<file path="src/swd_defs.vh">
// Constants shared by the switch-detect sleep and wake control files.
`ifndef SWD_DEFS_VH
`define SWD_DEFS_VH

// ==========================================================
// Clock and time base
// ==========================================================
`define SWD_CLK_HZ 20000000
`define SWD_US_CYC (`SWD_CLK_HZ / 1000000)
`define SWD_MS_US 1000
`define SWD_SCAN_WIN_US 125
`define SWD_WET_MS 20
`define SWD_INT_BASE_MS 12'h020
`define SWD_SCAN_BASE_MS 7'h01

// ==========================================================
// Serial word layout
// ==========================================================
`define SWD_FRAME_BITS 24
`define SWD_CMD_MSB 23
`define SWD_CMD_LSB 16
`define SWD_CMD_SLEEP 8'h0C
`define SWD_INT_FLD_MSB 5
`define SWD_INT_FLD_LSB 3
`define SWD_SCAN_FLD_MSB 2
`define SWD_SCAN_FLD_LSB 0
`define SWD_INT_OFF 3'h7
`define SWD_SCAN_OFF 3'h0
`define SWD_SO_THERM 23
`define SWD_SO_INT 22
`define SWD_NUM_IN 22

`endif

</file>
<file path="src/swd_sleep_ctrl.v">
// Sleep and wake control with scan polling and thermal current fold-back.
`include "swd_defs.vh"
module swd_sleep_ctrl #(
   parameter MS_US = `SWD_MS_US
) (
   input wire clk_i,
   input wire reset_i,
   input wire cs_n_i,
   input wire sclk_i,
   input wire mosi_i,
   output wire miso_o,
   output wire miso_oe_o,
   input wire int_n_i,
   output reg int_n_o,
   output reg int_n_oe_o,
   input wire wake_n_i,
   input wire vdd_ok_i,
   input wire therm_hot_i,
   input wire [21:0] sw_i,
   input wire [21:0] wake_en_i,
   input wire [21:0] metallic_i,
   input wire [21:0] wet_tmr_en_i,
   output reg sleep_o,
   output reg inputs_active_o,
   output reg therm_reduce_o,
   output reg [21:0] high_cur_o
);
   // ==========================================================
   // States and declarations
   // ==========================================================
   localparam ST_NORMAL = 3'h1;
   localparam ST_SLEEP = 3'h2;
   localparam ST_SCAN = 3'h4;
   localparam [31:0] WIN_LAST_W = `SWD_SCAN_WIN_US - 1;
   localparam [31:0] WET_LIM_W = `SWD_WET_MS;
   localparam [6:0] WIN_LAST = WIN_LAST_W[6:0];
   localparam [4:0] WET_LIM = WET_LIM_W[4:0];

   reg [2:0] state_ff;
   reg [2:0] nxt_state;
   reg int_m_ff, int_s_ff, int_d_ff;
   reg wk_m_ff, wk_s_ff, wk_d_ff;
   reg vdd_m_ff, vdd_s_ff;
   reg hot_m_ff, hot_s_ff;
   reg [21:0] sw_m_ff, sw_s_ff;
   reg [21:0] sw_ref_ff;
   reg [21:0] pre_ff;
   reg [2:0] int_code_ff;
   reg [2:0] scan_code_ff;
   reg [11:0] int_cnt_ff;
   reg [6:0] scan_cnt_ff;
   reg [6:0] win_cnt_ff;
   reg int_flag_ff;
   reg ev_cs_ff;
   reg therm_flag_ff;
   reg [21:0] nxt_high;

   wire cs_low, cs_fall, cs_rise, frame_vld;
   wire [23:0] frame;
   wire us_tick, ms_tick;

   wire normal = state_ff[0];
   wire asleep = ~state_ff[0];

   // ==========================================================
   // Synchronisers for pins from outside the clock domain
   // ==========================================================
   always @(posedge clk_i or posedge reset_i) begin
      if (reset_i) begin
         int_m_ff <= 1'b1;
         int_s_ff <= 1'b1;
         int_d_ff <= 1'b1;
         wk_m_ff <= 1'b1;
         wk_s_ff <= 1'b1;
         wk_d_ff <= 1'b1;
         vdd_m_ff <= 1'b0;
         vdd_s_ff <= 1'b0;
         hot_m_ff <= 1'b0;
         hot_s_ff <= 1'b0;
         sw_m_ff <= 22'h00_0000;
         sw_s_ff <= 22'h00_0000;
      end else begin
         int_m_ff <= int_n_i;
         int_s_ff <= int_m_ff;
         int_d_ff <= int_s_ff;
         wk_m_ff <= wake_n_i;
         wk_s_ff <= wk_m_ff;
         wk_d_ff <= wk_s_ff;
         vdd_m_ff <= vdd_ok_i;
         vdd_s_ff <= vdd_m_ff;
         hot_m_ff <= therm_hot_i;
         hot_s_ff <= hot_m_ff;
         sw_m_ff <= sw_i;
         sw_s_ff <= sw_m_ff;
      end
   end

   // ==========================================================
   // Serial port and time base
   // ==========================================================
   // The returned word shows live comparator levels, synchronised every cycle, so they are current after a wake.
   wire [23:0] tx_word = {therm_flag_ff, int_flag_ff, sw_s_ff};

   swd_spi_rx u_spi (
      .clk_i(clk_i),
      .reset_i(reset_i),
      .cs_n_i(cs_n_i),
      .sclk_i(sclk_i),
      .mosi_i(mosi_i),
      .tx_word_i(tx_word),
      .miso_o(miso_o),
      .miso_oe_o(miso_oe_o),
      .cs_low_o(cs_low),
      .cs_fall_o(cs_fall),
      .cs_rise_o(cs_rise),
      .frame_vld_o(frame_vld),
      .frame_o(frame)
   );

   swd_tick_div #(.DIV(`SWD_US_CYC), .W(8)) u_us (
      .clk_i(clk_i),
      .reset_i(reset_i),
      .clr_i(1'b0),
      .en_i(1'b1),
      .tick_o(us_tick)
   );

   wire sleep_cmd = frame_vld & (frame[`SWD_CMD_MSB:`SWD_CMD_LSB] == `SWD_CMD_SLEEP);
   wire sleep_go = normal & sleep_cmd;

   // Millisecond phase restarts with each sleep so the first period is whole.
   swd_tick_div #(.DIV(MS_US), .W(16)) u_ms (
      .clk_i(clk_i),
      .reset_i(reset_i),
      .clr_i(sleep_go),
      .en_i(us_tick),
      .tick_o(ms_tick)
   );

   // ==========================================================
   // Sleep timers
   // ==========================================================
   wire [11:0] int_lim = `SWD_INT_BASE_MS << int_code_ff;
   wire [2:0] scan_sh = scan_code_ff - 3'h1;
   wire [6:0] scan_lim = `SWD_SCAN_BASE_MS << scan_sh;
   wire int_on = (int_code_ff != `SWD_INT_OFF);
   wire scan_on = (scan_code_ff != `SWD_SCAN_OFF);
   wire int_exp = asleep & int_on & ms_tick & (int_cnt_ff == int_lim - 12'h001);
   wire scan_exp = state_ff[1] & scan_on & ms_tick & (scan_cnt_ff == scan_lim - 7'h01);
   wire win_end = state_ff[2] & us_tick & (win_cnt_ff == WIN_LAST);
   wire [21:0] scan_diff = sw_s_ff ^ pre_ff;
   wire scan_wake = win_end & (|scan_diff);
   wire scan_int = win_end & (|(scan_diff & wake_en_i));

   // The millisecond phase runs on across a scan window, so the next scan may come early.
   // Restarting it there would cost the interrupt timer a partial millisecond on every scan.
   always @(posedge clk_i or posedge reset_i) begin
      if (reset_i) begin
         int_code_ff <= `SWD_INT_OFF;
         scan_code_ff <= `SWD_SCAN_OFF;
         int_cnt_ff <= 12'h000;
         scan_cnt_ff <= 7'h00;
         win_cnt_ff <= 7'h00;
         pre_ff <= 22'h00_0000;
      end else begin
         if (sleep_go) begin
            int_code_ff <= frame[`SWD_INT_FLD_MSB:`SWD_INT_FLD_LSB];
            scan_code_ff <= frame[`SWD_SCAN_FLD_MSB:`SWD_SCAN_FLD_LSB];
            pre_ff <= sw_s_ff;
         end
         if (normal) begin
            int_cnt_ff <= 12'h000;
            scan_cnt_ff <= 7'h00;
         end else begin
            if (ms_tick) begin
               int_cnt_ff <= int_cnt_ff + 12'h001;
            end
            if (state_ff[2]) begin
               scan_cnt_ff <= 7'h00;
            end else if (scan_exp) begin
               scan_cnt_ff <= 7'h00;
            end else if (ms_tick) begin
               scan_cnt_ff <= scan_cnt_ff + 7'h01;
            end
         end
         if (!state_ff[2]) begin
            win_cnt_ff <= 7'h00;
         end else if (us_tick) begin
            win_cnt_ff <= win_cnt_ff + 7'h01;
         end
      end
   end

   // ==========================================================
   // Wake sources and mode
   // ==========================================================
   wire wake_fall = wk_d_ff & ~wk_s_ff;
   wire intp_fall = int_d_ff & ~int_s_ff & wk_s_ff & vdd_s_ff;
   wire cs_wake = cs_fall & vdd_s_ff;
   wire wake_any = wake_fall | intp_fall | cs_wake | int_exp;

   // Normal-to-Sleep has one cause and any wake leaves once; later events are moot.
   always @* begin
      nxt_state = state_ff;
      case (state_ff)
         ST_NORMAL: begin
            if (sleep_go) begin
               nxt_state = ST_SLEEP;
            end
         end
         ST_SLEEP: begin
            if (wake_any) begin
               nxt_state = ST_NORMAL;
            end else if (scan_exp) begin
               nxt_state = ST_SCAN;
            end
         end
         ST_SCAN: begin
            if (wake_any | scan_wake) begin
               nxt_state = ST_NORMAL;
            end else if (win_end) begin
               nxt_state = ST_SLEEP;
            end
         end
         default: begin
            nxt_state = ST_NORMAL;
         end
      endcase
   end

   // ==========================================================
   // Interrupt and thermal flags
   // ==========================================================
   wire sw_chg = normal & (|((sw_s_ff ^ sw_ref_ff) & wake_en_i));
   wire therm_set = normal & hot_s_ff & ~therm_flag_ff;
   wire int_set = sw_chg | int_exp | scan_int | therm_set;
   wire int_ack = frame_vld & ~ev_cs_ff;
   wire nxt_int = int_set | (int_flag_ff & ~int_ack);
   wire therm_clr = cs_rise & ~hot_s_ff;
   wire nxt_therm = therm_set | (therm_flag_ff & ~therm_clr);

   always @(posedge clk_i or posedge reset_i) begin
      if (reset_i) begin
         state_ff <= ST_NORMAL;
         sw_ref_ff <= 22'h00_0000;
         int_flag_ff <= 1'b0;
         ev_cs_ff <= 1'b0;
         therm_flag_ff <= 1'b0;
      end else begin
         state_ff <= nxt_state;
         if (normal) begin
            sw_ref_ff <= sw_s_ff;
         end else begin
            sw_ref_ff <= pre_ff;
         end
         int_flag_ff <= nxt_int;
         therm_flag_ff <= nxt_therm;
         // An event while the word is in flight keeps the line low past the read.
         if (int_set & cs_low) begin
            ev_cs_ff <= 1'b1;
         end else if (cs_fall) begin
            ev_cs_ff <= 1'b0;
         end
      end
   end

   // ==========================================================
   // Wetting current control
   // ==========================================================
   // Wetting settings are inputs held elsewhere and never altered here.
   wire nxt_active = ~nxt_state[1];
   wire nxt_reduce = nxt_state[0] & hot_s_ff;

   genvar gi;
   generate
      for (gi = 0; gi < `SWD_NUM_IN; gi = gi + 1) begin : g_wet
         reg [4:0] wet_cnt_ff;
         wire closed = sw_s_ff[gi];
         wire in_win = (wet_cnt_ff < WET_LIM);
         always @(posedge clk_i or posedge reset_i) begin
            if (reset_i) begin
               wet_cnt_ff <= 5'h00;
            end else if (!closed) begin
               wet_cnt_ff <= 5'h00;
            end else if (ms_tick & in_win) begin
               wet_cnt_ff <= wet_cnt_ff + 5'h01;
            end
         end
         always @* begin
            nxt_high[gi] = nxt_active & metallic_i[gi] & closed & ~nxt_reduce
                           & (~wet_tmr_en_i[gi] | in_win);
         end
      end
   endgenerate

   // ==========================================================
   // Registered outputs
   // ==========================================================
   always @(posedge clk_i or posedge reset_i) begin
      if (reset_i) begin
         int_n_o <= 1'b1;
         int_n_oe_o <= 1'b0;
         sleep_o <= 1'b0;
         inputs_active_o <= 1'b1;
         therm_reduce_o <= 1'b0;
         high_cur_o <= 22'h00_0000;
      end else begin
         int_n_o <= ~nxt_int;
         int_n_oe_o <= nxt_int;
         sleep_o <= ~nxt_state[0];
         inputs_active_o <= nxt_active;
         therm_reduce_o <= nxt_reduce;
         high_cur_o <= nxt_high;
      end
   end
endmodule // swd_sleep_ctrl

</file>
<file path="src/swd_spi_rx.v">
// Serial port front end: samples the link pins and frames 24-bit words.
`include "swd_defs.vh"
module swd_spi_rx (
   input wire clk_i,
   input wire reset_i,
   input wire cs_n_i,
   input wire sclk_i,
   input wire mosi_i,
   input wire [23:0] tx_word_i,
   output reg miso_o,
   output reg miso_oe_o,
   output reg cs_low_o,
   output reg cs_fall_o,
   output reg cs_rise_o,
   output reg frame_vld_o,
   output reg [23:0] frame_o
);
   // ==========================================================
   // Pin synchronisers
   // ==========================================================
   reg cs_m_ff, cs_s_ff, cs_d_ff;
   reg sck_m_ff, sck_s_ff, sck_d_ff;
   reg mo_m_ff, mo_s_ff;
   reg [23:0] rx_ff;
   reg [23:0] tx_ff;
   reg [4:0] cnt_ff;

   wire cs_fall = cs_d_ff & ~cs_s_ff;
   wire cs_rise = ~cs_d_ff & cs_s_ff;
   wire sck_rise = ~sck_d_ff & sck_s_ff & ~cs_s_ff;
   wire sck_fall = sck_d_ff & ~sck_s_ff & ~cs_s_ff;

   always @(posedge clk_i or posedge reset_i) begin
      if (reset_i) begin
         cs_m_ff <= 1'b1;
         cs_s_ff <= 1'b1;
         cs_d_ff <= 1'b1;
         sck_m_ff <= 1'b0;
         sck_s_ff <= 1'b0;
         sck_d_ff <= 1'b0;
         mo_m_ff <= 1'b0;
         mo_s_ff <= 1'b0;
      end else begin
         cs_m_ff <= cs_n_i;
         cs_s_ff <= cs_m_ff;
         cs_d_ff <= cs_s_ff;
         sck_m_ff <= sclk_i;
         sck_s_ff <= sck_m_ff;
         sck_d_ff <= sck_s_ff;
         mo_m_ff <= mosi_i;
         mo_s_ff <= mo_m_ff;
      end
   end

   // ==========================================================
   // Shift registers
   // ==========================================================
   // Only a word of exactly 24 clocks is taken; longer or shorter ones are dropped.
   always @(posedge clk_i or posedge reset_i) begin
      if (reset_i) begin
         rx_ff <= 24'h00_0000;
         tx_ff <= 24'h00_0000;
         cnt_ff <= 5'h00;
         miso_o <= 1'b0;
         miso_oe_o <= 1'b0;
         cs_low_o <= 1'b0;
         cs_fall_o <= 1'b0;
         cs_rise_o <= 1'b0;
         frame_vld_o <= 1'b0;
         frame_o <= 24'h00_0000;
      end else begin
         cs_low_o <= ~cs_s_ff;
         cs_fall_o <= cs_fall;
         cs_rise_o <= cs_rise;
         miso_oe_o <= ~cs_s_ff;
         frame_vld_o <= cs_rise & (cnt_ff == `SWD_FRAME_BITS);
         if (cs_rise) begin
            frame_o <= rx_ff;
         end
         if (cs_fall) begin
            cnt_ff <= 5'h00;
            tx_ff <= tx_word_i;
            miso_o <= tx_word_i[23];
         end else begin
            if (sck_rise) begin
               rx_ff <= {rx_ff[22:0], mo_s_ff};
               if (cnt_ff != 5'h1F) begin
                  cnt_ff <= cnt_ff + 5'h01;
               end
            end
            if (sck_fall) begin
               tx_ff <= {tx_ff[22:0], 1'b0};
               miso_o <= tx_ff[22];
            end
         end
      end
   end
endmodule // swd_spi_rx

</file>
<file path="src/swd_tick_div.v">
// Enable-driven divider that emits a one-cycle tick every DIV enables.
module swd_tick_div #(
   parameter DIV = 20,
   parameter W = 16
) (
   input wire clk_i,
   input wire reset_i,
   input wire clr_i,
   input wire en_i,
   output reg tick_o
);
   reg [W-1:0] cnt_ff;
   wire last = (cnt_ff == DIV - 1);

   always @(posedge clk_i or posedge reset_i) begin
      if (reset_i) begin
         cnt_ff <= {W{1'b0}};
         tick_o <= 1'b0;
      end else if (clr_i) begin
         cnt_ff <= {W{1'b0}};
         tick_o <= 1'b0;
      end else begin
         tick_o <= en_i & last;
         if (en_i) begin
            cnt_ff <= last ? {W{1'b0}} : cnt_ff + 1'b1;
         end
      end
   end
endmodule // swd_tick_div

</file>
<file path="config.mk">
export PLATFORM = sky130hd
export DESIGN_NAME = swd_sleep_ctrl
export DESIGN_NICKNAME = d
export VERILOG_FILES = /design/src/swd_sleep_ctrl.v /design/src/swd_spi_rx.v /design/src/swd_tick_div.v
export VERILOG_INCLUDE_DIRS = /design/src
export SDC_FILE = /design/constraint.sdc
export NUM_CORES = 1
export LEC_CHECK = 0
export BUFFER_PORTS_ARGS = -buffer_cell sky130_fd_sc_hd__buf_2
export CAP_MARGIN = 20
export CORE_AREA = 2 2 208 210
export DETAILED_ROUTE_END_ITERATION = 6
export DIE_AREA = 0 0 210 212
export GPL_TIMING_DRIVEN = 1
export PLACE_DENSITY = 0.63
export SYNTH_ARGS = -nofsm -noshare
export SYNTH_HDL_FRONTEND = slang
export SYNTH_SLANG_ARGS = --single-unit
</file>
<file path="constraint.sdc">
create_clock -name clk_i -period 12.35 [get_ports clk_i]
set_clock_uncertainty 0.2 [all_clocks]
set_input_delay 0.6175 -clock clk_i [delete_from_list [all_inputs] [get_ports clk_i]]
set_output_delay 0.6175 -clock clk_i [all_outputs]
set_load 0.1 [all_outputs]
</file>
### After elaboration in Yosys (flattened, before gate mapping)

Cells that the tools add are included.

| word-level totals | value |
|---|---|
| logic and storage cells | 470 |
| memories kept | 0 |
| bits in read-only memories | 0 |
| input bits | 97 |
| bits in latches | 0 |
| flip-flop bits (word level) | 387 |
| output and inout bits | 29 |
| bits in writable memories | 0 |

| operators by class | value |
|---|---|
| order comparisons | 22 |
| multipliers | 0 |
| div/mod/pow operators | 0 |
| shifts and indexed selects | 2 |
| add/sub/neg operators | 31 |
| reduce and logical (&&, ||, !) cells | 14 |
| mux-type cells | 73 |
| eq/ne operators | 38 |
| bitwise logic cells | 218 |

Operators by type and width:

| kind | number |
|---|---|
| 5-bit 2-to-1 mux | 47 |
| 1-bit bitwise AND | 144 |
| 5-bit by 1-bit adder with 5-bit output (second input constant) | 23 |
| 5-bit < comparator (second input constant) | 22 |
| 22-bit OR reduction | 3 |
| 16-bit 2-to-1 mux | 3 |
| 23-bit 2-to-1 mux | 2 |
| 2-bit by 1-bit inequality test with 1-bit output (second input constant) | 23 |
| 22-bit bitwise AND | 2 |
| 22-bit XOR | 2 |
| 7-bit 2-to-1 mux | 6 |
| 1-bit NOT | 39 |
| 1-bit bitwise OR | 31 |
| 12-bit 2-to-1 mux | 2 |
| 22-bit 2-to-1 mux | 1 |
| 16-bit by 1-bit adder with 16-bit output (second input constant) | 1 |
| 16-bit by 10-bit equality test with 1-bit output (second input constant) | 1 |
| 3-bit 2-to-1 mux | 5 |
| 7-bit by 1-bit adder with 7-bit output (second input constant) | 2 |
| 12-bit by 1-bit adder with 12-bit output (second input constant) | 1 |
| 12-bit equality test | 1 |
| 2-bit nonzero test | 6 |
| 6-bit by 3-bit << shifter with 12-bit output (first input constant) | 1 |
| 12-bit by 1-bit subtractor with 12-bit output (second input constant) | 1 |
| other kinds (22) | 29 |

### Depth between registers and ports, before layout

| logic depth | value |
|---|---|
| word-level depth | 15 |
| depth in mapped cells | 13 |
| depth with buffers taken out | 11 |

### Hierarchy

Synthesis repeated with hierarchy kept, for this count alone.

| unflattened totals | value |
|---|---|
| cells, all modules | 1554 |
| area total of the unflattened synthesis | 17795.8 µm² |

Modules (own cells, without submodules):

| module | times used | area each (µm²) | cells an instance |
|---|---|---|---|
| swd_sleep_ctrl | 1 | 12493.2 | 1172 |
| swd_spi_rx | 1 | 3821.2 | 231 |
| swd_tick_div at u_ms | 1 | 987.2 | 103 |
| swd_tick_div at u_us | 1 | 494.2 | 48 |

### Least setup slack after synthesis

Ideal clock, no wire load.

| timing path | value |
|---|---|
| path type | register to register |
| start | register scan_code_ff[1] |
| end | register high_cur_o[11] |
| library setup time | 0.122 ns |
| arrival | 2.754 ns |
| path slack | 9.275 ns |
| required time | 12.028 ns |
| cell stages (with the launch flop) | 14 |
| path buffers | 2 |
| cell sequence | dfrtp_1 > buf_2 > nor2_1 > ha_1 > nand3b_2 > ha_1 > o21ba_2 > a21oi_1 > a221oi_1 > nor4_4 > a21o_1 > o21ai_2 > buf_6 > nor3_2 |

| on the way | value |
|---|---|
| cells in the longest elaborated chain, start to end | 13 |
| elaborated cells on any way between the ends | 18 |

Ends and longest elaborated chain:

| element | RTL line | RTL |
|---|---|---|
| start, declared | swd_sleep_ctrl.v:49 | `reg [2:0] scan_code_ff;` |
| start signal, assigned | swd_sleep_ctrl.v:160 | `` scan_code_ff <= `SWD_SCAN_OFF; `` |
| start signal, assigned | swd_sleep_ctrl.v:168 | `` scan_code_ff <= frame[`SWD_SCAN_FLD_MSB:`SWD_SCAN_FLD_LSB]; `` |
| 3-bit by 1-bit subtractor with 3-bit output | swd_sleep_ctrl.v:144 | `wire [2:0] scan_sh = scan_code_ff - 3'h1;` |
| 1-bit by 3-bit << shifter with 7-bit output (no line) | n/a |  |
| 7-bit by 1-bit subtractor with 7-bit output | swd_sleep_ctrl.v:149 | `wire scan_exp = state_ff[1] & scan_on & ms_tick & (scan_cnt_ff == scan_lim - 7'h01);` |
| 7-bit equality test | swd_sleep_ctrl.v:149 |  |
| 1-bit bitwise AND * | swd_sleep_ctrl.v:149 |  |
| 3-bit 2-to-1 mux * | swd_sleep_ctrl.v:214 | `end else if (scan_exp) begin` |
| 3-bit 2-to-1 mux * | swd_sleep_ctrl.v:212 | `if (wake_any) begin` |
| 3-bit case mux with 3 select lines * | swd_sleep_ctrl.v:205 | `case (state_ff)` |
| 1-bit NOT | swd_sleep_ctrl.v:271 | `wire nxt_active = ~nxt_state[1];` |
| 1-bit bitwise AND (2 in series) | swd_sleep_ctrl.v:290 | `nxt_high[gi] = nxt_active & metallic_i[gi] & closed & ~nxt_reduce` |
| 1-bit bitwise AND * | swd_sleep_ctrl.v:290 |  |
| 1-bit bitwise AND * | swd_sleep_ctrl.v:291 | `& (~wet_tmr_en_i[gi] \| in_win);` |
| via nxt_high[11] | swd_sleep_ctrl.v:56 | `reg [21:0] nxt_high;` |
| end signal, assigned | swd_sleep_ctrl.v:313 | `high_cur_o <= nxt_high;` |
| end, declared | swd_sleep_ctrl.v:26 | `output reg [21:0] high_cur_o` |

Mark *: on every way through the listed nets, which the timed path passes. The rest lies on a longest branch. The select of a mux whose other input is x is not followed.
A chain may end at the register's enable or synchronous reset.

### Worst setup path after layout

| timing path | value |
|---|---|
| start | register scan_code_ff[1] |
| end | register high_cur_o[21] |

The elaborated chain is that of the path after synthesis.

==> results by group <==
Status
  – Outcome: completed

Finish
  – Antenna diode instance count: 0
  – Nets@finish: 1777
  – Leading cell types in the layout, fill and taps excluded: dfrtp_1 (361), nand2_1 (192), buf_2 (125)
  – Post-layout util: 46.0%
  – Commonest non-fill, non-tap cell in the layout: dfrtp_1
  – Synth-to-Final Area Change: 16.6%
  – Fill count: 3869
  – Share of layout cells above drive strength 1: 18.6%
  – Fin area: 19600 µm²

STA
  – Max transition margin: 33.2%
  – Period utilisation layout: 30.4%
  – Final Hold Fails: 0
  – Max Clk Rate: 0.266 GHz
  – Slew Viols, Final: 0
  – Setup_tns: 0 ns
  – Worst-Margin Slew: 1.00 ns
  – RSZ-0062 raised after global routing: false
  – Final Critical Period: 3.75 ns
  – # setup viols final: 0

Clock network
  – Clock Pin Slew Worst Setup and Hold Paths: 0.06 ns
  – Clk_lat worst skew: 0.54 ns
  – Clock sinks: 377
  – H-tree level count: 2
  – Post-cts sizing count: 0
  – Root Buffer: clkbuf_16
  – Total CTS buffers: 41
  – Maximum clock path buffer count: 3
  – TritonCTS clock tree: done

Drt
  – Met2 wire len: 16100 µm
  – Metal3 WL: 1500 µm
  – DRT Wirelength: 34500 µm
  – TritonRoute pass-1 iters: 5
  – Met1 WL: 16300 µm
  – Top routing layer in use: met4
  – DR vias/cell: 5.06
  – Via Count: 11200
  – Number of remaining DRC errors: 0
  – DR iter-0 viols: 934
  – Routed wire length per instance: 15.5 µm
  – Antenna Nets Post-Route: 0

Pwr
  – Leak pwr: 0.00887 µW
  – Maximum vdd drop: 0.0855 mV
  – Power per cell area: 137 nW/µm²

Logic synthesis
  – Avg Inst Size Synth: 11.1 µm²
  – Mapped Area: 16800 µm²
  – Asr flop ratio synth: 100%
  – Yosys reg bits: 377
  – Mapped Nets: 1637
  – Post-Synthesis Cells: 1506
  – Number of synthesized flops with an enable pin: 0
  – Main synth FF type: dfrtp_1
  – Yosys warnings: 0
  – Cell variety after synth: 65
  – Register area share after synthesis: 56.3%

Global route
  – Vias in the first global route: 11100
  – Total GRT Usage: 15.8%
  – Initial antenna violation count: 0
  – Pin count of the biggest net entering global routing: 175
  – First-pass GRT wire length: 57400 µm
  – GRT overflow: 0

Setup path
  – Worst flop-to-flop path endpoint: high_cur_o[21]$_DFF_PP0_
  – Crit path from: scan_code_ff[1]$_DFFE_PP0P_
  – Data arrival, critical path: 3.94 ns
  – Crit path capture type: flop
  – Worst r2r src: scan_code_ff[1]$_DFFE_PP0P_
  – Req. time, crit path: 12.54 ns
  – CP Max Fanout: 17
  – CP Launch Type: flop
  – Reg-to-reg slack, setup: 8.60 ns
  – R2R depth: 12
  – Setup CP Type: flop to flop

Placement
  – Final HPWL DP: 22900 µm
  – Placer Congestion: 0.838
  – Placement Cell Area: 17900 µm²
  – PortBufs: 125

Hold path
  – Hold crit path type: primary input to asynchronous set/reset pin

Flow run
  – MaxCap Viol Count: 0

Floorplanning
  – Core area: 42500 µm²
  – Initial core utilization: 39.5%
  – Die height: 212 µm
  – Rows: 76
  – Die area: 44500 µm²
  – Chip width: 210 µm
  – # IOs: 126
[timing repair]
item | in CTS | in global routing
hold buffers | 29 | 0
setup buffers | 0 | 0
setup endpoints to repair | 0 | 0
hold endpoints to repair | 29 | 0
[area by class of cell]
type	instances	area, µm²	area share (%)
Clock buffer	57	1150	5.86
Multi-Input combinational cell	1019	6900	35.3
Clock inverter	15	186	0.952
Timing Repair Buffer	166	1040	5.31
Inverter	41	161	0.825
Tap cell	546	683	3.49
Sequential cell	377	9450	48.3
[critical path, cell delays in order (launching register included)]
cell and delay [ns]:
dfrtp_1 0.52, nor2_1 0.09, ha_1 0.42, nand3b_2 0.13, ha_1 0.31, o21ba_2 0.26, a21oi_1 0.06, a221oi_1 0.43
nor4_4 0.07, a21o_1 0.22, o21ai_4 0.35, buf_4 0.43, nor3_1 0.10
[flip-flops by register name (all words and copies together), names as in the netlist, 3 cells and up]
register / cells
state_ff: 3
g_wet.wet_cnt_ff: 110
pre_ff: 22
scan_code_ff: 3
u_spi.rx_ff: 24
int_cnt_ff: 12
scan_cnt_ff: 7
u_spi.cnt_ff: 5
sw_ref_ff: 22
sw_s_ff: 22
u_ms.cnt_ff: 16
high_cur_o: 22
u_us.cnt_ff: 8
win_cnt_ff: 7
u_spi.frame_o: 14
sw_m_ff: 22
u_spi.tx_ff: 23
int_code_ff: 3
[logic make-up after synthesis]
| logic type | after synthesis | synth area share (%) |
|---|---|---|
| buf+inv | 110 | 2.71 |
| simple gates | 529 | 16.3 |
| compound gates | 228 | 9.15 |
| fa+ha+maj | 34 | 2.53 |
| flops | 377 | 56.3 |
| xor+xnor | 141 | 7.36 |
| mux | 87 | 5.63 |
[report_power, final]
part,switching (µW),internal [µW]
clock network,485,732
registers,36.1,1280
logic,93.9,60.9
total,615,2070
[synth_stat cells (all sizes together), types with 4 or more instances]
cell / instances / share of area, %
or3: 26 / 0.98
and2: 49 / 1.8
a22oi: 9 / 0.40
inv: 41 / 0.92
a21boi: 46 / 2.1
dfstp: 15 / 2.3
nor4: 8 / 0.39
nand3b: 5 / 0.25
mux2i: 27 / 1.6
nor3: 29 / 1.5
a22o: 6 / 0.31
dfrtp: 362 / 54
a21oi: 7 / 0.21
ha: 34 / 2.5
a41oi: 23 / 1.2
xnor2: 68 / 3.5
o211ai: 24 / 1.1
and4: 4 / 0.22
o2111ai: 4 / 0.21
o21ai: 88 / 2.6
nor2: 60 / 1.3
and3: 6 / 0.23
xor2: 73 / 3.8
a221oi: 6 / 0.31
mux2: 60 / 4.0
nor2b: 31 / 1.2
buf: 20 / 0.69
nand4: 21 / 0.78
nand2: 192 / 4.3
clkbuf: 49 / 1.1
nand3: 78 / 2.3
[worst max path at each step]
stage,endpoint,slack [ns],depth (start not counted)
after floorplan,ev_cs_ff$_DFFE_PP0P_,1.09,1
after global placement,high_cur_o[21]$_DFF_PP0_,8.69,12
after detailed placement,high_cur_o[21]$_DFF_PP0_,8.61,12
after CTS,high_cur_o[21]$_DFF_PP0_,8.57,12
after global routing,high_cur_o[21]$_DFF_PP0_,8.34,12
final,high_cur_o[21]$_DFF_PP0_,8.60,12
[per-layer routing]
layer / vias to the layer above / GRT usage [%]
met1: 5542 / 21.9
met2: 183 / 25.7
met3: 44 / 3.10
li1: 5474 / -
met5: - / 0
met4: 0 / 4.11
[stage by stage]
step / hold slack [ns] / worst slack [ns] / power, µW / instances
floorplan: 0.131 / 1.09 / 1430 / 1506
global placement: 0.132 / 8.69 / 1490 / 2118
detailed placement: 0.135 / 8.61 / 1490 / 2118
CTS: 0.116 / 8.57 / 2720 / 2219
global route: 0.134 / 8.34 / 2790 / 2221
finish: 0.00173 / 8.60 / 2690 / 2221
No activity file was read; power rests on OpenSTA's default activity.
